## src/pkg/iopwm_pkg.sv

```systemverilog
// Purpose: constants for the io port and pwm block
// Assumes: 8-bit cpu data-memory bus, byte addresses as printed
// Notes:   port index 0..4 stands for ports a, b, c, d, f
package iopwm_pkg;
  localparam int          NPORT           = 5;
  localparam int          PORT_A          = 0;
  localparam int          PORT_D          = 3;
  localparam logic [7:0]  OFS_PORT_A_DATA = 8'h12;
  localparam logic [7:0]  OFS_PORT_A_DIR  = 8'h13;
  localparam logic [7:0]  OFS_PORT_B_DATA = 8'h14;
  localparam logic [7:0]  OFS_PORT_B_DIR  = 8'h15;
  localparam logic [7:0]  OFS_PORT_C_DATA = 8'h16;
  localparam logic [7:0]  OFS_PORT_C_DIR  = 8'h17;
  localparam logic [7:0]  OFS_PORT_D_DATA = 8'h18;
  localparam logic [7:0]  OFS_PORT_D_DIR  = 8'h19;
  localparam logic [7:0]  OFS_DUTY_CH0    = 8'h1A;
  localparam logic [7:0]  OFS_DUTY_CH1    = 8'h1B;
  localparam logic [7:0]  OFS_DUTY_CH2    = 8'h1C;
  localparam logic [7:0]  OFS_DUTY_CH3    = 8'h1D;
  localparam logic [7:0]  OFS_PORT_F_DATA = 8'h28;
  localparam logic [7:0]  OFS_PORT_F_DIR  = 8'h29;
  localparam logic [7:0]  RST_PORT_DATA   = 8'hFF;
  localparam logic [7:0]  RST_PORT_DIR    = 8'hFF;
  localparam logic [7:0]  RST_DUTY        = 8'h00;
  localparam logic [7:0]  RST_RDATA       = 8'h00;
  localparam int          TONE_BIT        = 3;
  localparam int          INT_BIT         = 5;
  localparam int          NPWM            = 4;
  localparam logic [7:0]  PWM_PERIOD_LAST = 8'hFF;
  typedef enum logic [0:0] {
    IOPWM_SPLIT_6_2 = 1'b0,
    IOPWM_SPLIT_7_1 = 1'b1
  } iopwm_split_e;
  typedef enum logic [0:0] {
    IOPWM_TONE_TMR0 = 1'b0,
    IOPWM_TONE_TMR1 = 1'b1
  } iopwm_tone_src_e;
endpackage

```

## src/rtl/iopwm_top.sv

```systemverilog
// Purpose: five 8-bit io ports with direction registers, tone output and 4-channel pwm
// Assumes: cpu reads and writes data memory in single-cycle strobes; pads synchronous
// Notes:   pull-high, tone and pwm selections are build-time parameters
module iopwm_top
  import iopwm_pkg::*;
#(
  parameter logic [NPORT-1:0]      PULL_HIGH = 5'h1F,
  parameter logic                  TONE_EN   = 1'b1,
  parameter iopwm_pkg::iopwm_tone_src_e TONE_SRC = iopwm_pkg::IOPWM_TONE_TMR0,
  parameter logic                  PWM_EN    = 1'b1,
  parameter iopwm_pkg::iopwm_split_e PWM_SPLIT = iopwm_pkg::IOPWM_SPLIT_6_2
) (
  // clock and reset
  input  wire logic       clock_i,
  input  wire logic       rst_n_i,
  // cpu data-memory access
  input  wire logic [7:0] mem_addr_i,
  input  wire logic       mem_wr_i,
  input  wire logic [7:0] mem_wdata_i,
  input  wire logic       mem_rd_i,
  output logic      [7:0] mem_rdata_o,
  // timer overflow pulses
  input  wire logic       tmr0_ovf_i,
  input  wire logic       tmr1_ovf_i,
  // port a pads
  input  wire logic [7:0] port_a_pad_i,
  output logic      [7:0] port_a_pad_o,
  output logic      [7:0] port_a_pad_oe_o,
  output logic      [7:0] port_a_pull_o,
  // port b pads
  input  wire logic [7:0] port_b_pad_i,
  output logic      [7:0] port_b_pad_o,
  output logic      [7:0] port_b_pad_oe_o,
  output logic      [7:0] port_b_pull_o,
  // port c pads
  input  wire logic [7:0] port_c_pad_i,
  output logic      [7:0] port_c_pad_o,
  output logic      [7:0] port_c_pad_oe_o,
  output logic      [7:0] port_c_pull_o,
  // port d pads
  input  wire logic [7:0] port_d_pad_i,
  output logic      [7:0] port_d_pad_o,
  output logic      [7:0] port_d_pad_oe_o,
  output logic      [7:0] port_d_pull_o,
  // port f pads
  input  wire logic [7:0] port_f_pad_i,
  output logic      [7:0] port_f_pad_o,
  output logic      [7:0] port_f_pad_oe_o,
  output logic      [7:0] port_f_pull_o,
  // shared functions
  output logic            wake_o,
  output logic            ext_int_n_o,
  output logic            tone_o
);
  import iopwm_pkg::*;

  logic [7:0] data_reg  [NPORT];
  logic [7:0] dir_reg   [NPORT];
  logic [7:0] duty_reg  [NPWM];
  logic [7:0] duty_act_reg [NPWM];
  logic [7:0] pad_in    [NPORT];
  logic [7:0] drive     [NPORT];
  logic [7:0] pad_o_reg [NPORT];
  logic [7:0] oe_reg    [NPORT];
  logic [7:0] pull_reg  [NPORT];
  logic [7:0] pwm_cnt_reg;
  logic [NPWM-1:0] pwm_lvl;
  logic       tone_reg;
  logic [7:0] pa_prev_reg;
  logic       wake_armed_reg;
  logic       tone_hit;
  logic [7:0] rd_value;

  function automatic logic [7:0] data_ofs(input int k);
    case (k)
      0:       data_ofs = OFS_PORT_A_DATA;
      1:       data_ofs = OFS_PORT_B_DATA;
      2:       data_ofs = OFS_PORT_C_DATA;
      3:       data_ofs = OFS_PORT_D_DATA;
      default: data_ofs = OFS_PORT_F_DATA;
    endcase
  endfunction

  function automatic logic [7:0] dir_ofs(input int k);
    case (k)
      0:       dir_ofs = OFS_PORT_A_DIR;
      1:       dir_ofs = OFS_PORT_B_DIR;
      2:       dir_ofs = OFS_PORT_C_DIR;
      3:       dir_ofs = OFS_PORT_D_DIR;
      default: dir_ofs = OFS_PORT_F_DIR;
    endcase
  endfunction

  function automatic logic [7:0] duty_ofs(input int k);
    case (k)
      0:       duty_ofs = OFS_DUTY_CH0;
      1:       duty_ofs = OFS_DUTY_CH1;
      2:       duty_ofs = OFS_DUTY_CH2;
      default: duty_ofs = OFS_DUTY_CH3;
    endcase
  endfunction

  // pwm level for one channel at counter position
  function automatic logic pwm_level(input logic [7:0] duty, input logic [7:0] cnt,
                                     input iopwm_split_e split);
    logic [7:0] high_len;
    logic [7:0] pos;
    high_len = 8'h00;
    pos      = 8'h00;
    if (split == IOPWM_SPLIT_6_2) begin
      pos      = {2'b00, cnt[5:0]};
      high_len = {2'b00, duty[7:2]} + ((cnt[7:6] < duty[1:0]) ? 8'h01 : 8'h00);
    end else begin
      pos      = {1'b0, cnt[6:0]};
      high_len = {1'b0, duty[7:1]} + (({1'b0, cnt[7]} < {1'b0, duty[0]}) ? 8'h01 : 8'h00);
    end
    pwm_level = (pos < high_len);
  endfunction

  // pad levels, read straight without latching
  assign pad_in[0] = port_a_pad_i;
  assign pad_in[1] = port_b_pad_i;
  assign pad_in[2] = port_c_pad_i;
  assign pad_in[3] = port_d_pad_i;
  assign pad_in[4] = port_f_pad_i;

  // port output latches, held until the next write
  always_ff @(posedge clock_i or negedge rst_n_i) begin
    if (!rst_n_i) begin
      for (int k = 0; k < NPORT; k++) begin
        data_reg[k] <= RST_PORT_DATA;
      end
    end else if (mem_wr_i) begin
      for (int k = 0; k < NPORT; k++) begin
        if (mem_addr_i == data_ofs(k)) begin
          data_reg[k] <= mem_wdata_i;
        end
      end
    end
  end

  // direction registers, all lines inputs after reset
  always_ff @(posedge clock_i or negedge rst_n_i) begin
    if (!rst_n_i) begin
      for (int k = 0; k < NPORT; k++) begin
        dir_reg[k] <= RST_PORT_DIR;
      end
    end else if (mem_wr_i) begin
      for (int k = 0; k < NPORT; k++) begin
        if (mem_addr_i == dir_ofs(k)) begin
          dir_reg[k] <= mem_wdata_i;
        end
      end
    end
  end

  // duty registers
  always_ff @(posedge clock_i or negedge rst_n_i) begin
    if (!rst_n_i) begin
      for (int j = 0; j < NPWM; j++) begin
        duty_reg[j] <= RST_DUTY;
      end
    end else if (mem_wr_i) begin
      for (int j = 0; j < NPWM; j++) begin
        if (mem_addr_i == duty_ofs(j)) begin
          duty_reg[j] <= mem_wdata_i;
        end
      end
    end
  end

  // pwm period counter, free running over 256 clocks
  always_ff @(posedge clock_i or negedge rst_n_i) begin
    if (!rst_n_i) begin
      pwm_cnt_reg <= 8'h00;
    end else begin
      pwm_cnt_reg <= pwm_cnt_reg + 8'h01;
    end
  end

  // active duty copies, reloaded only at a period boundary
  always_ff @(posedge clock_i or negedge rst_n_i) begin
    if (!rst_n_i) begin
      for (int j = 0; j < NPWM; j++) begin
        duty_act_reg[j] <= RST_DUTY;
      end
    end else if (pwm_cnt_reg == PWM_PERIOD_LAST) begin
      for (int j = 0; j < NPWM; j++) begin
        duty_act_reg[j] <= duty_reg[j];
      end
    end
  end

  // per-channel pwm level from the active duty
  always_comb begin
    for (int j = 0; j < NPWM; j++) begin
      pwm_lvl[j] = pwm_level(duty_act_reg[j], pwm_cnt_reg, PWM_SPLIT);
    end
  end

  // overflow pulse of the selected timer
  assign tone_hit = (TONE_SRC == IOPWM_TONE_TMR0) ? tmr0_ovf_i : tmr1_ovf_i;

  // tone divider, half the overflow rate
  always_ff @(posedge clock_i or negedge rst_n_i) begin
    if (!rst_n_i) begin
      tone_reg <= 1'b0;
    end else if (tone_hit) begin
      tone_reg <= ~tone_reg;
    end
  end

  // pin drive values with shared functions
  always_comb begin
    for (int k = 0; k < NPORT; k++) begin
      drive[k] = data_reg[k];
    end
    if (TONE_EN) begin
      drive[PORT_A][TONE_BIT] = data_reg[PORT_A][TONE_BIT] & tone_reg;
    end
    if (PWM_EN) begin
      for (int j = 0; j < NPWM; j++) begin
        drive[PORT_D][j] = data_reg[PORT_D][j] & pwm_lvl[j];
      end
    end
  end

  // registered pad drive values
  always_ff @(posedge clock_i or negedge rst_n_i) begin
    if (!rst_n_i) begin
      for (int k = 0; k < NPORT; k++) begin
        pad_o_reg[k] <= RST_PORT_DATA;
      end
    end else begin
      for (int k = 0; k < NPORT; k++) begin
        pad_o_reg[k] <= drive[k];
      end
    end
  end

  // output enables, high where the direction bit is 0
  always_ff @(posedge clock_i or negedge rst_n_i) begin
    if (!rst_n_i) begin
      for (int k = 0; k < NPORT; k++) begin
        oe_reg[k] <= 8'h00;
      end
    end else begin
      for (int k = 0; k < NPORT; k++) begin
        oe_reg[k] <= ~dir_reg[k];
      end
    end
  end

  // pull-ups only on input lines of ports with the option
  always_ff @(posedge clock_i or negedge rst_n_i) begin
    if (!rst_n_i) begin
      for (int k = 0; k < NPORT; k++) begin
        pull_reg[k] <= 8'h00;
      end
    end else begin
      for (int k = 0; k < NPORT; k++) begin
        pull_reg[k] <= PULL_HIGH[k] ? dir_reg[k] : 8'h00;
      end
    end
  end

  // read mux: pad for inputs, latch for outputs
  always_comb begin
    rd_value = 8'h00;
    for (int k = 0; k < NPORT; k++) begin
      if (mem_addr_i == data_ofs(k)) begin
        rd_value = (dir_reg[k] & pad_in[k]) | (~dir_reg[k] & data_reg[k]);
      end
      if (mem_addr_i == dir_ofs(k)) begin
        rd_value = dir_reg[k];
      end
    end
    for (int j = 0; j < NPWM; j++) begin
      if (mem_addr_i == duty_ofs(j)) begin
        rd_value = duty_reg[j];
      end
    end
  end

  // read data taken on the strobe edge, held until the next read
  always_ff @(posedge clock_i or negedge rst_n_i) begin
    if (!rst_n_i) begin
      mem_rdata_o <= RST_RDATA;
    end else if (mem_rd_i) begin
      mem_rdata_o <= rd_value;
    end
  end

  // port a history for change detection
  always_ff @(posedge clock_i or negedge rst_n_i) begin
    if (!rst_n_i) begin
      pa_prev_reg    <= 8'h00;
      wake_armed_reg <= 1'b0;
    end else begin
      pa_prev_reg    <= port_a_pad_i;
      wake_armed_reg <= 1'b1;
    end
  end

  // wake on any change of a port a input line, only once history is valid
  always_ff @(posedge clock_i or negedge rst_n_i) begin
    if (!rst_n_i) begin
      wake_o <= 1'b0;
    end else begin
      wake_o <= wake_armed_reg & (|((port_a_pad_i ^ pa_prev_reg) & dir_reg[PORT_A]));
    end
  end

  // interrupt pin follows a5
  always_ff @(posedge clock_i or negedge rst_n_i) begin
    if (!rst_n_i) begin
      ext_int_n_o <= 1'b1;
    end else begin
      ext_int_n_o <= port_a_pad_i[INT_BIT];
    end
  end

  always_ff @(posedge clock_i or negedge rst_n_i) begin
    if (!rst_n_i) begin
      tone_o <= 1'b0;
    end else begin
      tone_o <= tone_reg;
    end
  end

  // pad drive values
  assign port_a_pad_o    = pad_o_reg[0];
  assign port_b_pad_o    = pad_o_reg[1];
  assign port_c_pad_o    = pad_o_reg[2];
  assign port_d_pad_o    = pad_o_reg[3];
  assign port_f_pad_o    = pad_o_reg[4];

  // output enables
  assign port_a_pad_oe_o = oe_reg[0];
  assign port_b_pad_oe_o = oe_reg[1];
  assign port_c_pad_oe_o = oe_reg[2];
  assign port_d_pad_oe_o = oe_reg[3];
  assign port_f_pad_oe_o = oe_reg[4];

  // pull-up enables
  assign port_a_pull_o   = pull_reg[0];
  assign port_b_pull_o   = pull_reg[1];
  assign port_c_pull_o   = pull_reg[2];
  assign port_d_pull_o   = pull_reg[3];
  assign port_f_pull_o   = pull_reg[4];
endmodule

```

## config.mk

```make
export PLATFORM = sky130hd
export DESIGN_NAME = iopwm_top
export DESIGN_NICKNAME = d
export VERILOG_FILES = /design/src/pkg/iopwm_pkg.sv /design/src/rtl/iopwm_top.sv
export SDC_FILE = /design/constraint.sdc
export NUM_CORES = 1
export LEC_CHECK = 0
export BUFFER_PORTS_ARGS = -buffer_cell sky130_fd_sc_hd__buf_2
export CAP_MARGIN = 20
export CORE_ASPECT_RATIO = 0.75
export CORE_UTILIZATION = 55
export CTS_CLUSTER_DIAMETER = 40
export DETAILED_ROUTE_END_ITERATION = 8
export GPL_TIMING_DRIVEN = 0
export MAX_ROUTING_LAYER = met4
export PLACE_DENSITY = 0.87
export RECOVER_POWER = 25
export SETUP_SLACK_MARGIN = 0.15
export SYNTH_ARGS = -nofsm -noshare
export SYNTH_HDL_FRONTEND = slang
export SYNTH_SLANG_ARGS = --single-unit
export TNS_END_PERCENT = 5
```

## constraint.sdc

```tcl
create_clock -name clock_i -period 4.8 [get_ports clock_i]
set_input_delay 0.96 -clock clock_i [delete_from_list [all_inputs] [get_ports clock_i]]
set_output_delay 0.96 -clock clock_i [all_outputs]
set_load 0.02 [all_outputs]
```

==> impl_results.rst, run 1 <==
.. list-table::
   :header-rows: 1

   * - Metric
     - Value
   * - Outcome
     - finished clean
   * - Remaining DRCs
     - 0
   * - Full die area
     - approximately 0.023 mm2
   * - Worst min path class
     - in -> async
   * - Max Cap Viol
     - 0
   * - Dominant cell by count in the synthesized netlist
     - sky130_fd_sc_hd__dfrtp_1
   * - Reg-to-reg critical path startpoint
     - pwm_cnt_reg[7]
   * - # setup viols final
     - 0
   * - Sink count of the clock tree
     - between 200 and 300
   * - Pin count of the biggest net entering global routing
     - 114
   * - Clock Power Share
     - 0.425
   * - Total gr overflow
     - 0
   * - Data arrival time of the critical path
     - 3990 ps
   * - Post-detailed-route via-to-cell ratio
     - around 5.9
   * - CTS Buf Count
     - 30
   * - Hpwl dp
     - between 20 and 30 mm
   * - Count of pins over their slew limit
     - 0
   * - Count of buffers added by post-CTS timing repair for setup
     - 0
   * - Fraction of the mapped netlist area in compound gates
     - 0.1065
   * - Highest-delay cell along the critical path
     - sky130_fd_sc_hd__clkbuf_1
   * - Clk_lat worst skew
     - 550 ps
   * - Most frequent cells after synthesis
     - 172 x sky130_fd_sc_hd__dfrtp_1, 121 x sky130_fd_sc_hd__dfstp_2, 115 x sky130_fd_sc_hd__mux2_2, 90 x sky130_fd_sc_hd__o21ai_0, 70 x sky130_fd_sc_hd__nand2_1
   * - Max Freq
     - between 200 and 300 MHz
   * - Library cell appearing most often on the critical path
     - sky130_fd_sc_hd__clkbuf_1
   * - Cell accounting for the most synthesized area
     - sky130_fd_sc_hd__dfrtp_1
   * - Final instance count without filler cells
     - about 1500
   * - Initial core utilization
     - 0.5686
   * - Proportion of synthesized area in mux cells
     - 0.1184
   * - IO Pins
     - between 150 and 200
   * - Number of storage elements in the synthesis netlist
     - slightly below 300
   * - Die H
     - about 130 um
   * - Syn_area_per_cell
     - ~12 um2
   * - Placed cells
     - 1461
   * - Antenna violations before repair
     - 0
   * - Number of placement rows
     - 46
   * - Last weighted congestion value of the routability-driven placer
     - about 1
   * - Post-synthesis cell type count
     - 62
   * - Worst ir drop on vdd
     - 0.2702 mV
   * - Area of the core
     - ~0.021 mm2
   * - Top FF cell, synth
     - sky130_fd_sc_hd__dfrtp_1
   * - Cell types occupying the most area after synthesis
     - sky130_fd_sc_hd__dfrtp_1 35%, sky130_fd_sc_hd__dfstp_2 26%, sky130_fd_sc_hd__mux2_2 11%
   * - Maximum count of clock buffers along a single path
     - 3
   * - Post-CTS clock slew at the launch and capture registers of the worst setup and hold paths
     - 60 ps
   * - Worst setup startpoint
     - mem_addr_i[0]
   * - Die width
     - around 170 um
   * - Worst slack on hold paths
     - roughly 370 ps
   * - TritonCTS clock tree
     - built
   * - Cell at the root of the clock tree
     - sky130_fd_sc_hd__clkbuf_16
   * - Register area share after synthesis
     - 0.6131
   * - Post-Synth Adder-Cell Area
     - 0.03383
   * - Clock tree skew after final layout
     - approximately 14 ps
   * - Vias after detailed routing
     - roughly 9000
   * - Post-synthesis to final-layout area growth
     - 19.64%
   * - Internal Pwr Total
     - approximately 4200 uW
   * - CP startpoint kind
     - primary input
   * - Logic gate share of total power
     - 0.088
   * - Count of cells resized by post-cts repair
     - 0
   * - Diodes inserted
     - 0
   * - Switching power total
     - between 1000 and 1500 uW
   * - Slew at the pin closest to its max-slew limit
     - 922.3 ps
   * - Final #Nets
     - 1300
   * - Unrepaired setup endpoints after global routing
     - no
   * - Number of instances in the synthesized netlist
     - ~980
   * - Synth Net Count
     - roughly 1100
   * - Share of the cycle needed by the critical path after routing
     - 0.7440
   * - Hold bufs inserted after CTS
     - 0
   * - TritonRoute pass-1 iters
     - 5
   * - Yosys top cell area share
     - 0.3526
   * - ANT nets after route
     - 0
   * - Data required time of the worst path
     - approximately 5200 ps
   * - Area share of and/or/nand/nor cells after synthesis
     - 0.07534
   * - Number of buffers added on ports
     - 189
   * - Number of flops mapped to enable cells by yosys
     - 0
   * - Parity-gate share of the synthesized area counting xor and xnor cells
     - 0.02224
   * - Synth Warn #
     - 0
   * - Post-synth ARST share
     - 1.000
   * - Main combinational cell family by area after synthesis
     - multiplexers
   * - Relative slew margins
     - 0.3818
   * - Critical Path Sink Type
     - flop
   * - Critical Path Fanout Max
     - 10
   * - Series of cell instances along the critical path
     - buf_2, clkbuf_1, clkbuf_1, clkbuf_1, buf_2, o21ai_0, a21oi_1, o32ai_1, a21oi_1, o21ai_1
   * - Static Leakage
     - 0.006794 uW
   * - First-pass GRT wire length
     - approximately 53 mm
   * - Iter 0 DRT Violations
     - ~1100
   * - Number of H-tree levels
     - 1
   * - Total routing resource utilization after global routing
     - 0.3237
   * - Via count of the first global-routing pass
     - around 8800
   * - Final count of hold timing violations
     - 0
   * - Post-DR wirelength/cell
     - 23.44 um
   * - Fraction of layout cells with a size suffix above 1
     - 0.3336
   * - Crit-path max cell delay
     - about 630 ps
   * - Tmin final
     - roughly 3600 ps
   * - Sw Share
     - 0.2519
   * - Classification of the worst setup path
     - in -> reg
   * - Wire length reported by the detailed router
     - 35.56 mm
   * - Netlist area before placement
     - 0.01221 mm2
   * - Sequential Power Share
     - 0.486
   * - Power density over the cells
     - roughly 390 mW/mm2
worst max-delay path: cells and delay by family:
kind	cells	cell delay [ps]
buffers and inverters	5	2170
AO/OA/AOI/OAI	5	860
final cells by class:
cell class,instances,area [um2]
buffer,42,167.7
clock buffer,43,860.8
clock inverter,13,175.2
fill,1544,6864
inverter,54,202.7
multi-input combinational,593,4353
sequential,293,7483
tap,288,360.3
timing repair buffer,191,1001
final timing paths:
check,slack (ps),cells after the start,to
setup / recovery,1230,10,mem_rdata_o[4]
hold / removal,370,1,pwm_cnt_reg[3]
setup reg to reg,2140,11,port_d_pad_o[1]
hold reg to reg,380,0,port_b_pad_o[7]
max in group asynchronous,3070,3,dir_reg[34]
min in group clock_i,380,0,port_b_pad_o[7]
cell usage in the layout (no fill, tap or decap), types with 15 or more instances in the layout:
master,count
sky130_fd_sc_hd__buf_2,188
sky130_fd_sc_hd__dfrtp_1,172
sky130_fd_sc_hd__mux2_2,115
sky130_fd_sc_hd__o21ai_0,90
sky130_fd_sc_hd__dfstp_1,75
sky130_fd_sc_hd__nand2_1,70
sky130_fd_sc_hd__inv_1,53
sky130_fd_sc_hd__clkbuf_1,46
sky130_fd_sc_hd__dfstp_2,46
sky130_fd_sc_hd__a21oi_1,37
sky130_fd_sc_hd__ha_1,33
sky130_fd_sc_hd__nor2_1,32
sky130_fd_sc_hd__clkbuf_16,31
sky130_fd_sc_hd__nand3_1,24
sky130_fd_sc_hd__xnor2_1,18
sky130_fd_sc_hd__nand2b_1,17
sky130_fd_sc_hd__mux2i_1,15
power by group through the flow:
stage,clock (uW),sequential [uW],combinational [uW]
after floorplan,0,2850,156
after global placement,0,2780,475
after detailed placement,0,2790,492
after CTS,2410,2750,496
after global routing,2510,2750,532
final,2400,2740,498
logic make-up (layout without fill, tap and decap cells):
| logic type | count (synthesis) | in the layout |
|---|---|---|
| fa+ha+maj | 33 | 33 |
| flops | 293 | 293 |
| simple gates | 187 | 187 |
| compound gates | 211 | 211 |
| mux | 130 | 130 |
| xor+xnor | 31 | 31 |
| buf+inv | 96 | 343 |
| other cells | 1 | 1 |
metrics by stage:
step | TNS, ps | cell area, um2 | total power [uW] | setup slack (ps) | util
after global placement | -439390 | 13510 | 3259 | -2223 | 0.6294
after floorplan | 0 | 12210 | 3007 | 2006 | -
final | 0 | 14600 | 5636 | 1229 | 0.6803
after global routing | 0 | 14600 | 5795 | 1184 | 0.6803
after detailed placement | 0 | 13580 | 3283 | 836.5 | 0.6325
after CTS | 0 | 14610 | 5664 | 1385 | 0.6807
per-layer routing:
layer	routed length, um	GRT usage
met2	15680	0.4685
met1	15270	0.4578
met5	0	-
met4	827	0.08153
met3	3779	0.08189
Power figures use the tool's default switching activity.
==> inputs of run 2 (changes only) <==
Clock period 4.8 ns to 3.69 ns, I/O delays scaled along.
==> run 2 against run 1 <==
The run now ends with max-capacitance violations, max-slew violations left. Sequential share of layout area hardly changed. Global-route usage stayed put. Routed wire length hardly changed. Via count is 0.14% higher. Sequential power is 30% higher. Sequential cell count stayed put. Core utilization hardly changed. Critical path depth stayed put. Die area stayed put. Power is 30% higher. Register-to-register slack worse by 1100 ps. Critical endpoint unchanged.
==> impl_results.rst, run 2 (synthesized netlist as in run 1, its figures left out) <==
.. list-table::
   :header-rows: 1

   * - Metric
     - Value
   * - Data arrival time of the critical path
     - roughly 3800 ps
   * - Highest-delay cell along the critical path
     - sky130_fd_sc_hd__clkbuf_1
   * - Cell at the root of the clock tree
     - sky130_fd_sc_hd__clkbuf_16
   * - Filler cells
     - around 1500
   * - Library cell appearing most often on the critical path
     - sky130_fd_sc_hd__clkbuf_1
   * - Max Freq
     - about 300 MHz
   * - Leading cell type in the layout, fill and taps excluded
     - sky130_fd_sc_hd__buf_2
   * - Classification of the worst setup path
     - in -> reg
   * - Clock tree skew after final layout
     - around 13 ps
   * - Final design instance area without fill
     - around 0.015 mm2
   * - # setup viols final
     - 0
   * - Worst min path class
     - in -> reg
   * - Final standard cell utilization of the core
     - 0.6798
   * - Via count of the first global-routing pass
     - roughly 9000
   * - Die H
     - ~130 um
   * - Total routing resource utilization after global routing
     - 0.3237
   * - Power density over the cells
     - ~500 mW/mm2
   * - Failing checks
     - max-capacitance violations, max-slew violations
   * - Maximum count of clock buffers along a single path
     - 3
   * - TritonCTS clock tree
     - built
   * - Data required time of the worst path
     - 4110 ps
   * - Overall power
     - ~7300 uW
   * - Initial core utilization
     - 0.5686
   * - Diodes inserted
     - 0
   * - Max Cap Viol
     - 1
   * - Antenna violations before repair
     - 0
   * - Final #Nets
     - 1300
   * - Critical Path Sink Type
     - flop
   * - Unrepaired setup endpoints after global routing
     - no
   * - Series of cell instances along the critical path
     - buf_2, clkbuf_1, clkbuf_1, clkbuf_1, buf_2, o21ai_0, a21oi_1, o32ai_1, a21oi_1, o21ai_1
   * - Remaining DRCs
     - 0
   * - Outcome
     - complete, but fails checks
   * - Number of H-tree levels
     - 1
   * - Count of buffers added by post-CTS timing repair for setup
     - 0
   * - Worst ir drop on vdd
     - around 0.35 mV
   * - Vias after detailed routing
     - 9002
   * - Crit-path max cell delay
     - 630 ps
   * - Critical Path Fanout Max
     - 10
   * - Tmin final
     - between 3000 and 4000 ps
   * - Hold bufs inserted after CTS
     - 0
   * - Hpwl dp
     - 25.76 mm
   * - Placed cell areas
     - ~0.014 mm2
   * - CTS Buf Count
     - 30
   * - Fraction of layout cells with a size suffix above 1
     - 0.3336
   * - Post-synthesis to final-layout area growth
     - 19.56%
   * - First-pass GRT wire length
     - approximately 53 mm
   * - Area of the core
     - roughly 0.021 mm2
   * - Relative slew margins
     - -0.2710
   * - IO Pins
     - 193
   * - Share of the cycle needed by the critical path after routing
     - 0.9076
   * - Final count of hold timing violations
     - 0
   * - Count of cells resized by post-cts repair
     - 0
   * - Post-DR wirelength/cell
     - around 23 um
   * - CP startpoint kind
     - primary input
   * - Clk_lat worst skew
     - roughly 550 ps
   * - Number of buffers added on ports
     - between 150 and 200
   * - Slew at the pin closest to its max-slew limit
     - approximately 1900 ps
   * - Post-CTS clock slew at the launch and capture registers of the worst setup and hold paths
     - 60 ps
   * - Total gr overflow
     - 0
   * - Count of pins over their slew limit
     - 76
   * - ANT nets after route
     - 0
   * - Sum of negative setup slack
     - 0 ps
   * - Sink count of the clock tree
     - about 290
   * - Pin count of the biggest net entering global routing
     - 114
   * - Wire length reported by the detailed router
     - roughly 36 mm
   * - Iter 0 DRT Violations
     - 1091
   * - Number of placement rows
     - between 40 and 50
   * - TritonRoute pass-1 iters
     - 5
   * - Most frequent cells in the layout
     - 188 x sky130_fd_sc_hd__buf_2, 172 x sky130_fd_sc_hd__dfrtp_1, 115 x sky130_fd_sc_hd__mux2_2
   * - Full die area
     - 0.02280 mm2
   * - Die width
     - 174.0 um
   * - Post-detailed-route via-to-cell ratio
     - 5.934
   * - Static Leakage
     - between 0.006 and 0.007 uW
   * - Last weighted congestion value of the routability-driven placer
     - around 1.0
## run 2: changes by cell type in the layout (fill, tap and decap cells not counted)
cell	delta
sky130_fd_sc_hd__clkbuf_2	+1
sky130_fd_sc_hd__buf_8	-1
## run 2: critical path, delay by kind of cell
kind | cells | cell delay, ps
compound gates | 5 | 860
buf+inv | 5 | 2180
## run 2: per-stage QoR
stage | worst slack (ps) | hold WS, ps | std cells
2_1_floorplan | 1118 | 356.5 | 982
3_3_place_gp | -3111 | 361.0 | 1459
3_5_place_dp | -51.48 | 363.7 | 1461
4_1_cts | 496.8 | 178.1 | 1517
5_1_grt | 295.6 | 344.8 | 1517
6_report | 340.9 | 343.5 | 1517
## run 2: worst paths after layout
path	startpoint	slack, ps	to	depth (start not counted)
min reg2reg	data_reg[31]	380	port_b_pad_o[7]	0
max reg2reg	pwm_cnt_reg[7]	1030	port_d_pad_o[1]	11
min	port_a_pad_i[5]	340	ext_int_n_o	1
min in group asynchronous	rst_n_i	700	pwm_cnt_reg[3]	1
max	mem_addr_i[0]	340	mem_rdata_o[4]	10
max in group asynchronous	rst_n_i	1250	dir_reg[34]	3
## run 2: report_power, final
part	internal, uW	switching, uW
combinational	204	443
sequential	3430	134
clock	1850	1270
total	5480	1850
## run 2: area by class of cell
cell class                 instances  area (um2)  share of cell area
buffer                            42       167.7             0.01149
clock buffer                      43       860.8             0.05898
clock inverter                    13       175.2             0.01200
inverter                          54       202.7             0.01389
multi-input combinational        593        4353              0.2983
sequential                       293        7483              0.5128
tap                              288       360.3             0.02469
timing repair buffer             191       991.0             0.06790
## run 2: routing by layer
layer / share of wire / GRT usage / vias up
met1: 0.43 / 0.4578 / 4503
met5: 0 / - / -
met3: 0.11 / 0.08189 / 73
met4: 0.023 / 0.08153 / 0
li1: - / - / 3897
met2: 0.44 / 0.4685 / 529
